File: config.mk
export PLATFORM = sky130hd
export DESIGN_NAME = switch_strap_and_eeprom_port
export DESIGN_NICKNAME = d
export VERILOG_FILES = /design/src/logic/strap_cfg_pkg.sv /design/src/logic/cfgmem_shifter.sv /design/src/logic/switch_strap_and_eeprom_port.sv
export SDC_FILE = /design/constraint.sdc
export NUM_CORES = 1
export LEC_CHECK = 0
export ABC_AREA = 1
export BUFFER_PORTS_ARGS = -buffer_cell sky130_fd_sc_hd__clkbuf_2
export CORE_ASPECT_RATIO = 0.75
export CORE_MARGIN = 4
export CORE_UTILIZATION = 51
export DETAILED_ROUTE_END_ITERATION = 10
export PLACE_DENSITY = 0.76
export SETUP_SLACK_MARGIN = 0.2
export SYNTH_ARGS = -nofsm -noshare
export SYNTH_HDL_FRONTEND = slang
export SYNTH_SLANG_ARGS = --single-unit
File: constraint.sdc
create_clock -name hclk -period 1.8 [get_ports hclk]
set_clock_uncertainty 0.2 [all_clocks]
set_input_delay 0.18 -clock hclk [delete_from_list [all_inputs] [get_ports hclk]]
set_output_delay 0.18 -clock hclk [all_outputs]
set_load 0.005 [all_outputs]
File: src/logic/strap_cfg_pkg.sv
// Constants and types shared by the strap, clock-request and config port
package strap_cfg_pkg;

  // ***********************************************************
  // Clocking and serial memory timing
  // ***********************************************************
  localparam int unsigned CLK_MHZ = 200;
  // Least half period of the serial memory clock, in ns
  localparam int unsigned SCLK_HALF_NS = 50;
  localparam int unsigned SCLK_HALF_CYC_RAW =
    (SCLK_HALF_NS * CLK_MHZ + 999) / 1000;
  localparam int unsigned SCLK_HALF_CYC =
    (SCLK_HALF_CYC_RAW < 1) ? 1 : SCLK_HALF_CYC_RAW;
  localparam logic [7:0] SCLK_DIV_LAST = 8'(SCLK_HALF_CYC - 1);

  // ***********************************************************
  // Register byte addresses
  // ***********************************************************
  localparam logic [7:0] ADDR_STRAP = 8'h00;
  localparam logic [7:0] ADDR_MEM_CTRL = 8'h04;
  localparam logic [7:0] ADDR_MEM_TX = 8'h08;
  localparam logic [7:0] ADDR_MEM_RX = 8'h0C;
  localparam logic [7:0] ADDR_MGMT = 8'h10;
  localparam logic [7:0] ADDR_REFCLK_OFF = 8'h98;

  // ***********************************************************
  // Field positions
  // ***********************************************************
  localparam int STRAP_UP_LSB = 0;
  localparam int STRAP_RSVD_BIT = 2;
  localparam int STRAP_PL512_BIT = 3;
  localparam int STRAP_MPS_LSB = 4;
  localparam int STRAP_MEM_EN_BIT = 7;
  localparam int STRAP_CAPT_BIT = 8;
  localparam int STRAP_REQ_LSB = 12;
  localparam int STRAP_REFEN_LSB = 16;
  localparam int CTL_LEN_LSB = 0;
  localparam int CTL_START_BIT = 8;
  localparam int CTL_HOLD_BIT = 9;
  localparam int CTL_BUSY_BIT = 16;
  localparam int MGMT_SCL_LOW_BIT = 0;
  localparam int MGMT_SDA_LOW_BIT = 1;
  localparam int MGMT_SCL_IN_BIT = 2;
  localparam int MGMT_SDA_IN_BIT = 3;
  localparam int MGMT_SCLK_IN_BIT = 4;

  // ***********************************************************
  // Codes and reset values
  // ***********************************************************
  localparam int REFCLK_COUNT = 3;
  localparam logic [2:0] REFCLK_OFF_RESET = 3'h0;
  localparam logic [1:0] UPSEL_PORT0 = 2'h0;
  localparam logic [1:0] UPSEL_PORT1 = 2'h1;
  localparam logic [1:0] UPSEL_RSVD = 2'h2;
  localparam logic [1:0] UPSEL_PORT2 = 2'h3;
  localparam logic [1:0] PORT_NUM_0 = 2'h0;
  localparam logic [1:0] PORT_NUM_1 = 2'h1;
  localparam logic [1:0] PORT_NUM_2 = 2'h2;
  localparam logic [2:0] MPS_CODE_256 = 3'h1;
  localparam logic [2:0] MPS_CODE_512 = 3'h2;
  localparam logic [4:0] CTL_LEN_RESET = 5'h07;

  typedef enum logic [1:0] {
    SH_IDLE = 2'b00,
    SH_SHIFT = 2'b01,
    SH_TAIL = 2'b10
  } shift_state_e;

endpackage

File: src/logic/cfgmem_shifter.sv
// Serial engine for the four-wire configuration memory port
`timescale 1ns/1ps
module cfgmem_shifter
  import strap_cfg_pkg::*;
(
  input wire logic hclk,
  input wire logic hresetn,
  input wire logic clear,
  input wire logic start,
  input wire logic hold,
  input wire logic [4:0] last_bit,
  input wire logic [31:0] tx_word,
  input wire logic serial_in,
  output logic busy,
  output logic [31:0] rx_word,
  output logic serial_clock,
  output logic serial_out,
  output logic select_n
);

  typedef struct packed {
    shift_state_e state;
    logic [7:0] div;
    logic sclk;
    logic cs_n;
    logic sdo;
    logic [5:0] left;
    logic [31:0] tx;
    logic [31:0] rx;
  } shifter_s;

  localparam shifter_s SHIFTER_RESET = '{
    state: SH_IDLE, div: 8'h00, sclk: 1'b0, cs_n: 1'b1, sdo: 1'b0,
    left: 6'h00, tx: 32'h0000_0000, rx: 32'h0000_0000};

  shifter_s r;
  shifter_s n;
  logic tick;

  always_comb begin
    n = r;
    tick = (r.div == SCLK_DIV_LAST);
    if (clear) begin
      n = SHIFTER_RESET;
    end else begin
      unique case (r.state)
        SH_IDLE: begin
          n.div = 8'h00;
          n.sclk = 1'b0;
          // Select stays low between transfers while hold is set
          n.cs_n = ~hold;
          if (start) begin
            n.state = SH_SHIFT;
            n.cs_n = 1'b0;
            n.sdo = tx_word[31];
            n.tx = {tx_word[30:0], 1'b0};
            n.left = {1'b0, last_bit} + 6'h01;
          end
        end
        SH_SHIFT: begin
          n.div = tick ? 8'h00 : r.div + 8'h01;
          if (tick) begin
            if (!r.sclk) begin
              n.sclk = 1'b1;
              n.rx = {r.rx[30:0], serial_in};
              n.left = r.left - 6'h01;
            end else begin
              n.sclk = 1'b0;
              if (r.left == 6'h00) begin
                n.state = SH_TAIL;
              end else begin
                n.sdo = r.tx[31];
                n.tx = {r.tx[30:0], 1'b0};
              end
            end
          end
        end
        SH_TAIL: begin
          n.div = tick ? 8'h00 : r.div + 8'h01;
          if (tick) begin
            n.state = SH_IDLE;
            n.sdo = 1'b0;
            n.cs_n = ~hold;
          end
        end
        default: begin
          n = SHIFTER_RESET;
        end
      endcase
    end
  end

  always_ff @(posedge hclk or negedge hresetn) begin
    if (!hresetn) begin
      r <= SHIFTER_RESET;
    end else begin
      r <= n;
    end
  end

  assign busy = (r.state != SH_IDLE);
  assign rx_word = r.rx;
  assign serial_clock = r.sclk;
  assign serial_out = r.sdo;
  assign select_n = r.cs_n;

endmodule // cfgmem_shifter

File: src/logic/switch_strap_and_eeprom_port.sv
// Strap capture, reference clock gating, config memory and management pins
//
// Overview of operation
// Each reference clock output runs while its request input is low.
// Software register at offset 98h disables reference clock outputs.
// Upstream strap 11 selects port 2; code 10 is reserved.
// Upstream strap 01 selects port 1.
// Upstream strap 00, the pulled-down default, selects port 0.
// Payload strap high advertises 512 byte payload, else 256 byte.
// Select pin sampled at initialization: low bypasses the memory.
// After initialization the select pin is driven low for an access.
// Device drives the serial clock of the memory port.
// Command, address and data shift out on the serial output pin.
// Memory returns read data, captured on the serial input pin.
// Management data line is open-drain, driven low or released.
// Management clock is only pulled low or released, never driven high.
// System reset returns all internal state, straps included, to reset.
// Shared strap pins become debug outputs only after capture.
// Straps are latched once at system reset release and then held.
//
// The register offsets and register access over AHB-Lite are this design's own decisions.
`timescale 1ns/1ps
module switch_strap_and_eeprom_port
  import strap_cfg_pkg::*;
(
  input wire logic hclk,
  input wire logic hresetn,
  input wire logic hsel,
  input wire logic [31:0] haddr,
  input wire logic [1:0] htrans,
  input wire logic hwrite,
  input wire logic [2:0] hsize,
  input wire logic [31:0] hwdata,
  input wire logic hready,
  output logic [31:0] hrdata,
  output logic hreadyout,
  output logic hresp,
  input wire logic system_reset_n,
  input wire logic [strap_cfg_pkg::REFCLK_COUNT-1:0] refclk_request_n,
  output logic [strap_cfg_pkg::REFCLK_COUNT-1:0] refclk_enable,
  input wire logic [1:0] upstream_port_strap,
  input wire logic large_payload_strap,
  output logic [1:0] upstream_port,
  output logic [2:0] max_payload_code,
  output logic cfgmem_enabled,
  input wire logic cfgmem_serial_clock_in,
  output logic cfgmem_serial_clock_out,
  output logic cfgmem_serial_clock_oe,
  output logic cfgmem_serial_out,
  input wire logic cfgmem_serial_in,
  input wire logic cfgmem_select_n_in,
  output logic cfgmem_select_n_out,
  output logic cfgmem_select_n_oe,
  input wire logic scl_in,
  output logic scl_out,
  output logic scl_oe,
  input wire logic sda_in,
  output logic sda_out,
  output logic sda_oe,
  output logic [4:0] debug_out,
  output logic debug_out_oe
);

  // ***********************************************************
  // State
  // ***********************************************************
  typedef struct packed {
    logic captured;
    logic [1:0] up_port;
    logic strap_rsvd;
    logic pl512;
    logic mem_en;
    logic [REFCLK_COUNT-1:0] refclk_off;
    logic [REFCLK_COUNT-1:0] refclk_en;
    logic [4:0] ctl_len;
    logic ctl_hold;
    logic start;
    logic [31:0] tx;
    logic scl_low;
    logic sda_low;
    logic od_level;
    logic dphase;
    logic dwrite;
    logic [7:0] daddr;
    logic [31:0] rdata;
    logic readyout;
    logic [4:0] dbg;
    logic [2:0] mps;
    logic mem_oe;
  } top_s;

  localparam top_s TOP_RESET = '{
    captured: 1'b0, up_port: PORT_NUM_0, strap_rsvd: 1'b0,
    pl512: 1'b0, mem_en: 1'b0, refclk_off: REFCLK_OFF_RESET,
    refclk_en: '0, ctl_len: CTL_LEN_RESET, ctl_hold: 1'b0,
    start: 1'b0, tx: 32'h0000_0000, scl_low: 1'b0, sda_low: 1'b0,
    od_level: 1'b0, dphase: 1'b0, dwrite: 1'b0, daddr: 8'h00,
    rdata: 32'h0000_0000, readyout: 1'b1, dbg: 5'h00,
    mps: MPS_CODE_256, mem_oe: 1'b0};

  top_s r;
  top_s n;
  logic sh_busy;
  logic [31:0] sh_rx;
  logic sh_clear;

  // ***********************************************************
  // Decoding helpers
  // ***********************************************************
  // Strap code to upstream port number; the reserved code falls
  // back to port 0 and is flagged in the status register.
  function automatic logic [1:0] port_of(input logic [1:0] code);
    logic [1:0] port;
    port = PORT_NUM_0;
    unique case (code)
      UPSEL_PORT0: port = PORT_NUM_0;
      UPSEL_PORT1: port = PORT_NUM_1;
      UPSEL_PORT2: port = PORT_NUM_2;
      UPSEL_RSVD: port = PORT_NUM_0;
    endcase
    return port;
  endfunction

  function automatic logic [31:0] read_word(input top_s s,
                                            input logic busy,
                                            input logic [31:0] rx);
    logic [31:0] w;
    w = 32'h0000_0000;
    unique case (s.daddr)
      ADDR_STRAP: begin
        w[STRAP_UP_LSB +: 2] = s.up_port;
        w[STRAP_RSVD_BIT] = s.strap_rsvd;
        w[STRAP_PL512_BIT] = s.pl512;
        w[STRAP_MPS_LSB +: 3] = s.pl512 ? MPS_CODE_512 : MPS_CODE_256;
        w[STRAP_MEM_EN_BIT] = s.mem_en;
        w[STRAP_CAPT_BIT] = s.captured;
        w[STRAP_REQ_LSB +: REFCLK_COUNT] = refclk_request_n;
        w[STRAP_REFEN_LSB +: REFCLK_COUNT] = s.refclk_en;
      end
      ADDR_MEM_CTRL: begin
        w[CTL_LEN_LSB +: 5] = s.ctl_len;
        w[CTL_HOLD_BIT] = s.ctl_hold;
        w[CTL_BUSY_BIT] = busy | s.start;
      end
      ADDR_MEM_TX: w = s.tx;
      ADDR_MEM_RX: w = rx;
      ADDR_MGMT: begin
        w[MGMT_SCL_LOW_BIT] = s.scl_low;
        w[MGMT_SDA_LOW_BIT] = s.sda_low;
        w[MGMT_SCL_IN_BIT] = scl_in;
        w[MGMT_SDA_IN_BIT] = sda_in;
        w[MGMT_SCLK_IN_BIT] = cfgmem_serial_clock_in;
      end
      ADDR_REFCLK_OFF: w[REFCLK_COUNT-1:0] = s.refclk_off;
      default: w = 32'h0000_0000;
    endcase
    return w;
  endfunction

  // ***********************************************************
  // Next state
  // ***********************************************************
  always_comb begin
    n = r;
    n.start = 1'b0;
    if (!system_reset_n) begin
      // Bus stays answerable; everything else returns to reset
      n = TOP_RESET;
    end else begin
      // Straps are sampled on the first cycle out of reset only,
      // while the shared pins are still inputs.
      if (!r.captured) begin
        n.captured = 1'b1;
        n.up_port = port_of(upstream_port_strap);
        n.strap_rsvd = (upstream_port_strap == UPSEL_RSVD);
        n.pl512 = large_payload_strap;
        n.mem_en = cfgmem_select_n_in;
      end

      // Request low and no software disable enables the output
      n.refclk_en = ~refclk_request_n & ~r.refclk_off;

      n.dbg = {sh_busy, r.up_port, r.mem_en, r.pl512};
      n.mps = n.pl512 ? MPS_CODE_512 : MPS_CODE_256;
      // Pin enables come from a flop so the shared pins never glitch
      n.mem_oe = n.captured & n.mem_en;

      // Bus address phase
      if (hsel && hready && htrans[1]) begin
        n.dphase = 1'b1;
        n.dwrite = hwrite;
        n.daddr = haddr[7:0];
        // Reads take one wait state so the word reflects any write
        // completing in this same cycle.
        n.readyout = hwrite;
      end else if (r.readyout) begin
        n.dphase = 1'b0;
      end

      // Read data phase, wait state ends here
      if (r.dphase && !r.dwrite && !r.readyout) begin
        n.rdata = read_word(r, sh_busy, sh_rx);
        n.readyout = 1'b1;
      end

      // Write data phase, zero wait
      if (r.dphase && r.dwrite && r.readyout) begin
        unique case (r.daddr)
          ADDR_MEM_CTRL: begin
            n.ctl_len = hwdata[CTL_LEN_LSB +: 5];
            n.ctl_hold = hwdata[CTL_HOLD_BIT];
            // A start while busy or in bypass is dropped
            n.start = hwdata[CTL_START_BIT] && !sh_busy && !r.start
                      && r.mem_en && r.captured;
          end
          ADDR_MEM_TX: n.tx = hwdata;
          ADDR_MGMT: begin
            n.scl_low = hwdata[MGMT_SCL_LOW_BIT];
            n.sda_low = hwdata[MGMT_SDA_LOW_BIT];
          end
          ADDR_REFCLK_OFF: begin
            n.refclk_off = hwdata[REFCLK_COUNT-1:0];
          end
          default: begin
          end
        endcase
      end
    end
  end

  always_ff @(posedge hclk or negedge hresetn) begin
    if (!hresetn) begin
      r <= TOP_RESET;
    end else begin
      r <= n;
    end
  end

  // ***********************************************************
  // Configuration memory engine
  // ***********************************************************
  assign sh_clear = !system_reset_n;

  cfgmem_shifter u_shifter (
    .hclk(hclk),
    .hresetn(hresetn),
    .clear(sh_clear),
    .start(r.start),
    .hold(r.ctl_hold),
    .last_bit(r.ctl_len),
    .tx_word(r.tx),
    .serial_in(cfgmem_serial_in),
    .busy(sh_busy),
    .rx_word(sh_rx),
    .serial_clock(cfgmem_serial_clock_out),
    .serial_out(cfgmem_serial_out),
    .select_n(cfgmem_select_n_out)
  );

  // ***********************************************************
  // Outputs
  // ***********************************************************
  assign hrdata = r.rdata;
  assign hreadyout = r.readyout;
  assign hresp = r.od_level;
  assign refclk_enable = r.refclk_en;
  assign upstream_port = r.up_port;
  assign max_payload_code = r.mps;
  assign cfgmem_enabled = r.mem_en;
  // The select pin is a strap until capture; in bypass it is
  // never driven so the board strap keeps its level.
  assign cfgmem_serial_clock_oe = r.mem_oe;
  assign cfgmem_select_n_oe = r.mem_oe;
  // Open-drain: level held low, only the enable moves
  assign scl_out = r.od_level;
  assign scl_oe = r.scl_low;
  assign sda_out = r.od_level;
  assign sda_oe = r.sda_low;
  assign debug_out = r.dbg;
  assign debug_out_oe = r.captured;

endmodule // switch_strap_and_eeprom_port

==> qor.yml <==
clock_network:
  root_buffer: "clkbuf_16"
  cts_max_level: 4
  clk_pin_slew_ns: 0.07
  cts.sinks: 184
  cts_tree: "built"
  clock_path_buffers: 2
  insertion_delay_ns: 0.44
  numCtsBuffers: 17
synth:
  post-synth-top-area-cell: "dfrtp_1"
  avgSynthCellArea_sq_um: 8.43
  synth_enable_flop_cells: 0
  ys_types: 38
  postSynthCellCount: 1071
  synth_area_leaders: "dfrtp_1 49%, nand2_1 11%, nand3_1 7.0%, o21ai_0 4.5%, buf_4 4.2%"
  postSynth.asyncResetShare_pct: 100
  syn_area_sq_um: 9030
  synth.top_cell.area_share_pct: 49.3
  synth-main-ff-cell: "dfrtp_1"
  synth.yosys.seq_area_share_pct: 51.1
  synth_seq_cells: 184
  ys.warnings.count: 0
finish:
  multiInputGateArea_sq_um: 4520
  final_common_cell: "nand2_1"
  regArea_sq_um: 4610
  final_area_sq_um: 12800
  diodes: 0
  final-instance-count-excl-fill: 1522
  drive_gt1_share_pct: 37.9
  post-route-util_pct: 75.0
  area_growth_syn_to_layout_pct: 41.8
  final_cell_mix: "210 x nand2_1, 176 x dfrtp_1, 110 x clkbuf_2"
  fillerInstances: 1057
  fin_nets: 1364
timing:
  rsz0062_at_grt: "true"
  hold_ws_ns: -0.0144
  finalCriticalPeriod_ns: 1.93
  fin_crit_sh_pct: 107
  finalWorstSetupSlack_ns: -0.126
  tns_ns: -4.03
  maxSlewViolCount: 0
  setup_viol: 103
  finalHoldViolations: 25
  max_freq_ghz: 0.519
route:
  drt-initial-drc-count: 1123
  vias_per_cell: 5.76
  wl_per_cell_microns: 20.1
  drc: 0
  vias: 8774
  drtAntennaViolNets: 0
  routed_wl_mm: 30.6
  dr.pass1.iters: 6
outcome:
  status: "complete, but fails checks"
  violations: "hold timing, setup timing"
placement:
  dpl_cell_area_sq_um: 9880
  post-place-ws_ns: -0.0744
  dp.cells: 1379
  place.gp.congestion: 0.918
  hpwl_mm: 16.8
  io_buffers: 111
pwr:
  total_power_mw: 9.25
  p_sw_mw: 2.56
  power_frac_comb_pct: 13.6
  p_sw_share_pct: 27.7
  p_seq_share_pct: 45.6
  power.leakage_nw: 6.06
  intPower_mw: 6.69
  clockPowerShare_pct: 40.8
  pwr_density_cell_nw_per_um2: 722
  vdd_drop_max_mv: 0.610
floorplan:
  ios: 144
  coreArea_sq_um: 17100
  initial_core_util_pct: 52.8
  die_width_microns: 162
  die_y_microns: 123
  dieArea_sq_um: 19900
  rows: 41
critical_path:
  crit_required_ns: 1.98
  critPathSlowestCell: "dfrtp_1"
  critical_path_class: "reg -> reg"
  cp.arrival_ns: 2.11
  start_kind: "flip-flop"
  worstPathMaxFanout: 7
  crit_top_cell: "nand2_1"
  worstPathCellList: "inv_2, nand2_2, nor2_4, buf_6, buf_8, buf_8, nand3_2, nand2_2, nor2_2, nand2_1, nand2_1, nand2_1"
  endpoint_kind: "flip-flop"
  slowest_delay_ns: 0.40
global_routing:
  met1_usage_pct: 38.5
  grt_pass1_vias: 8371
  grt_pass1_wl_mm: 43.9
  grt_overflow: 0
  antenna_found_initial: 0
  grt_max_degree: 55
  track_usage_pct: 28.3
  met3_usage_pct: 7.33
  grt_use_met2_pct: 44.5
  grt_busiest_layer: "met2"
min_path:
  hold_class: "in -> async"
job:
  max_cap_violations: 0
-- final timing paths --
| kind | slack (ns) | cells past startpoint | to | start |
|---|---|---|---|---|
| worst max-delay path | -0.13 | 12 | hrdata[1] | r[47] |
| worst min-delay path | -0.01 | 2 | hrdata[0] | hresetn |
| worst max register to register | -0.13 | 12 | hrdata[1] | r[47] |
| worst min register to register | 0.28 | 2 | hrdata[2] | hrdata[2] |
| max in group asynchronous | 0.77 | 3 | hreadyout | hresetn |
| min in group hclk | 0 | 4 | u_shifter.r[69] | system_reset_n |
-- sequential cells by signal (all words and copies together), names as in the netlist, 2 cells and up --
signal and flops:
debug_out 5, hrdata 32, max_payload_code 2, r 53, refclk_enable 3, u_shifter.r 47
u_shifter.rx_word 32, upstream_port 2
-- Yosys cell counts, drive strengths merged, types with 3 or more instances --
cell	n
a21oi	5
a22o	14
a22oi	24
buf	84
clkbuf	17
dfrtp	178
dfstp	6
ha	5
inv	89
nand2	277
nand3	141
nand4	3
nor2	70
nor3	4
o211ai	11
o21ai	124
o22ai	5
xnor2	4
xor2	4
-- what timing repair did --
| action | 4_1_cts | 5_1_grt |
|---|---|---|
| endpoints found under the setup margin | 156 | 163 |
| pin swaps | 68 | 63 |
| hold buffers | 54 | 0 |
| resized for setup | 206 | 146 |
| gates cloned | 7 | 2 |
| hold endpoints to repair | 255 | 0 |
| setup buffers | 35 | 13 |
-- metal layers --
metal	wire length (microns)	part of all wire (%)
met5	0	0
met1	12200	40
met3	3050	10
met4	1260	4.1
met2	14100	46
-- power by group through the flow --
stage / logic (mW) / registers [mW] / clock network, mW
2_1_floorplan: 0.342 / 4.27 / 0
3_5_place_dp: 0.646 / 4.28 / 0
5_1_grt: 1.33 / 4.21 / 3.97
3_3_place_gp: 0.634 / 4.28 / 0
6_report: 1.26 / 4.21 / 3.77
4_1_cts: 1.07 / 4.21 / 3.76
-- cell families after synthesis --
family	synth area share, %
adders and majority gates	0.693
AOI/OAI and AO/OA	12.2
and+or+nand+nor	24.5
buffers and inverters	10.7
other	0.0415
xor gates and xnor gates	0.776
DFF	51.1
-- final cells by class --
class / count / share of cell area, %
multi-input combinational: 702 / 35.3
inverter: 89 / 2.93
clock buffer: 17 / 3.32
clock inverter: 15 / 1.23
timing repair buffer: 279 / 18.9
tap: 236 / 2.31
sequential: 184 / 36.0
-- critical path, delay by kind of cell, from the launching register on --
family,cells,cell delay (ns)
DFF,1,0.40
and+or+nand+nor,8,0.77
buffers and inverters,4,0.49
(Power assumes the default switching activity.)
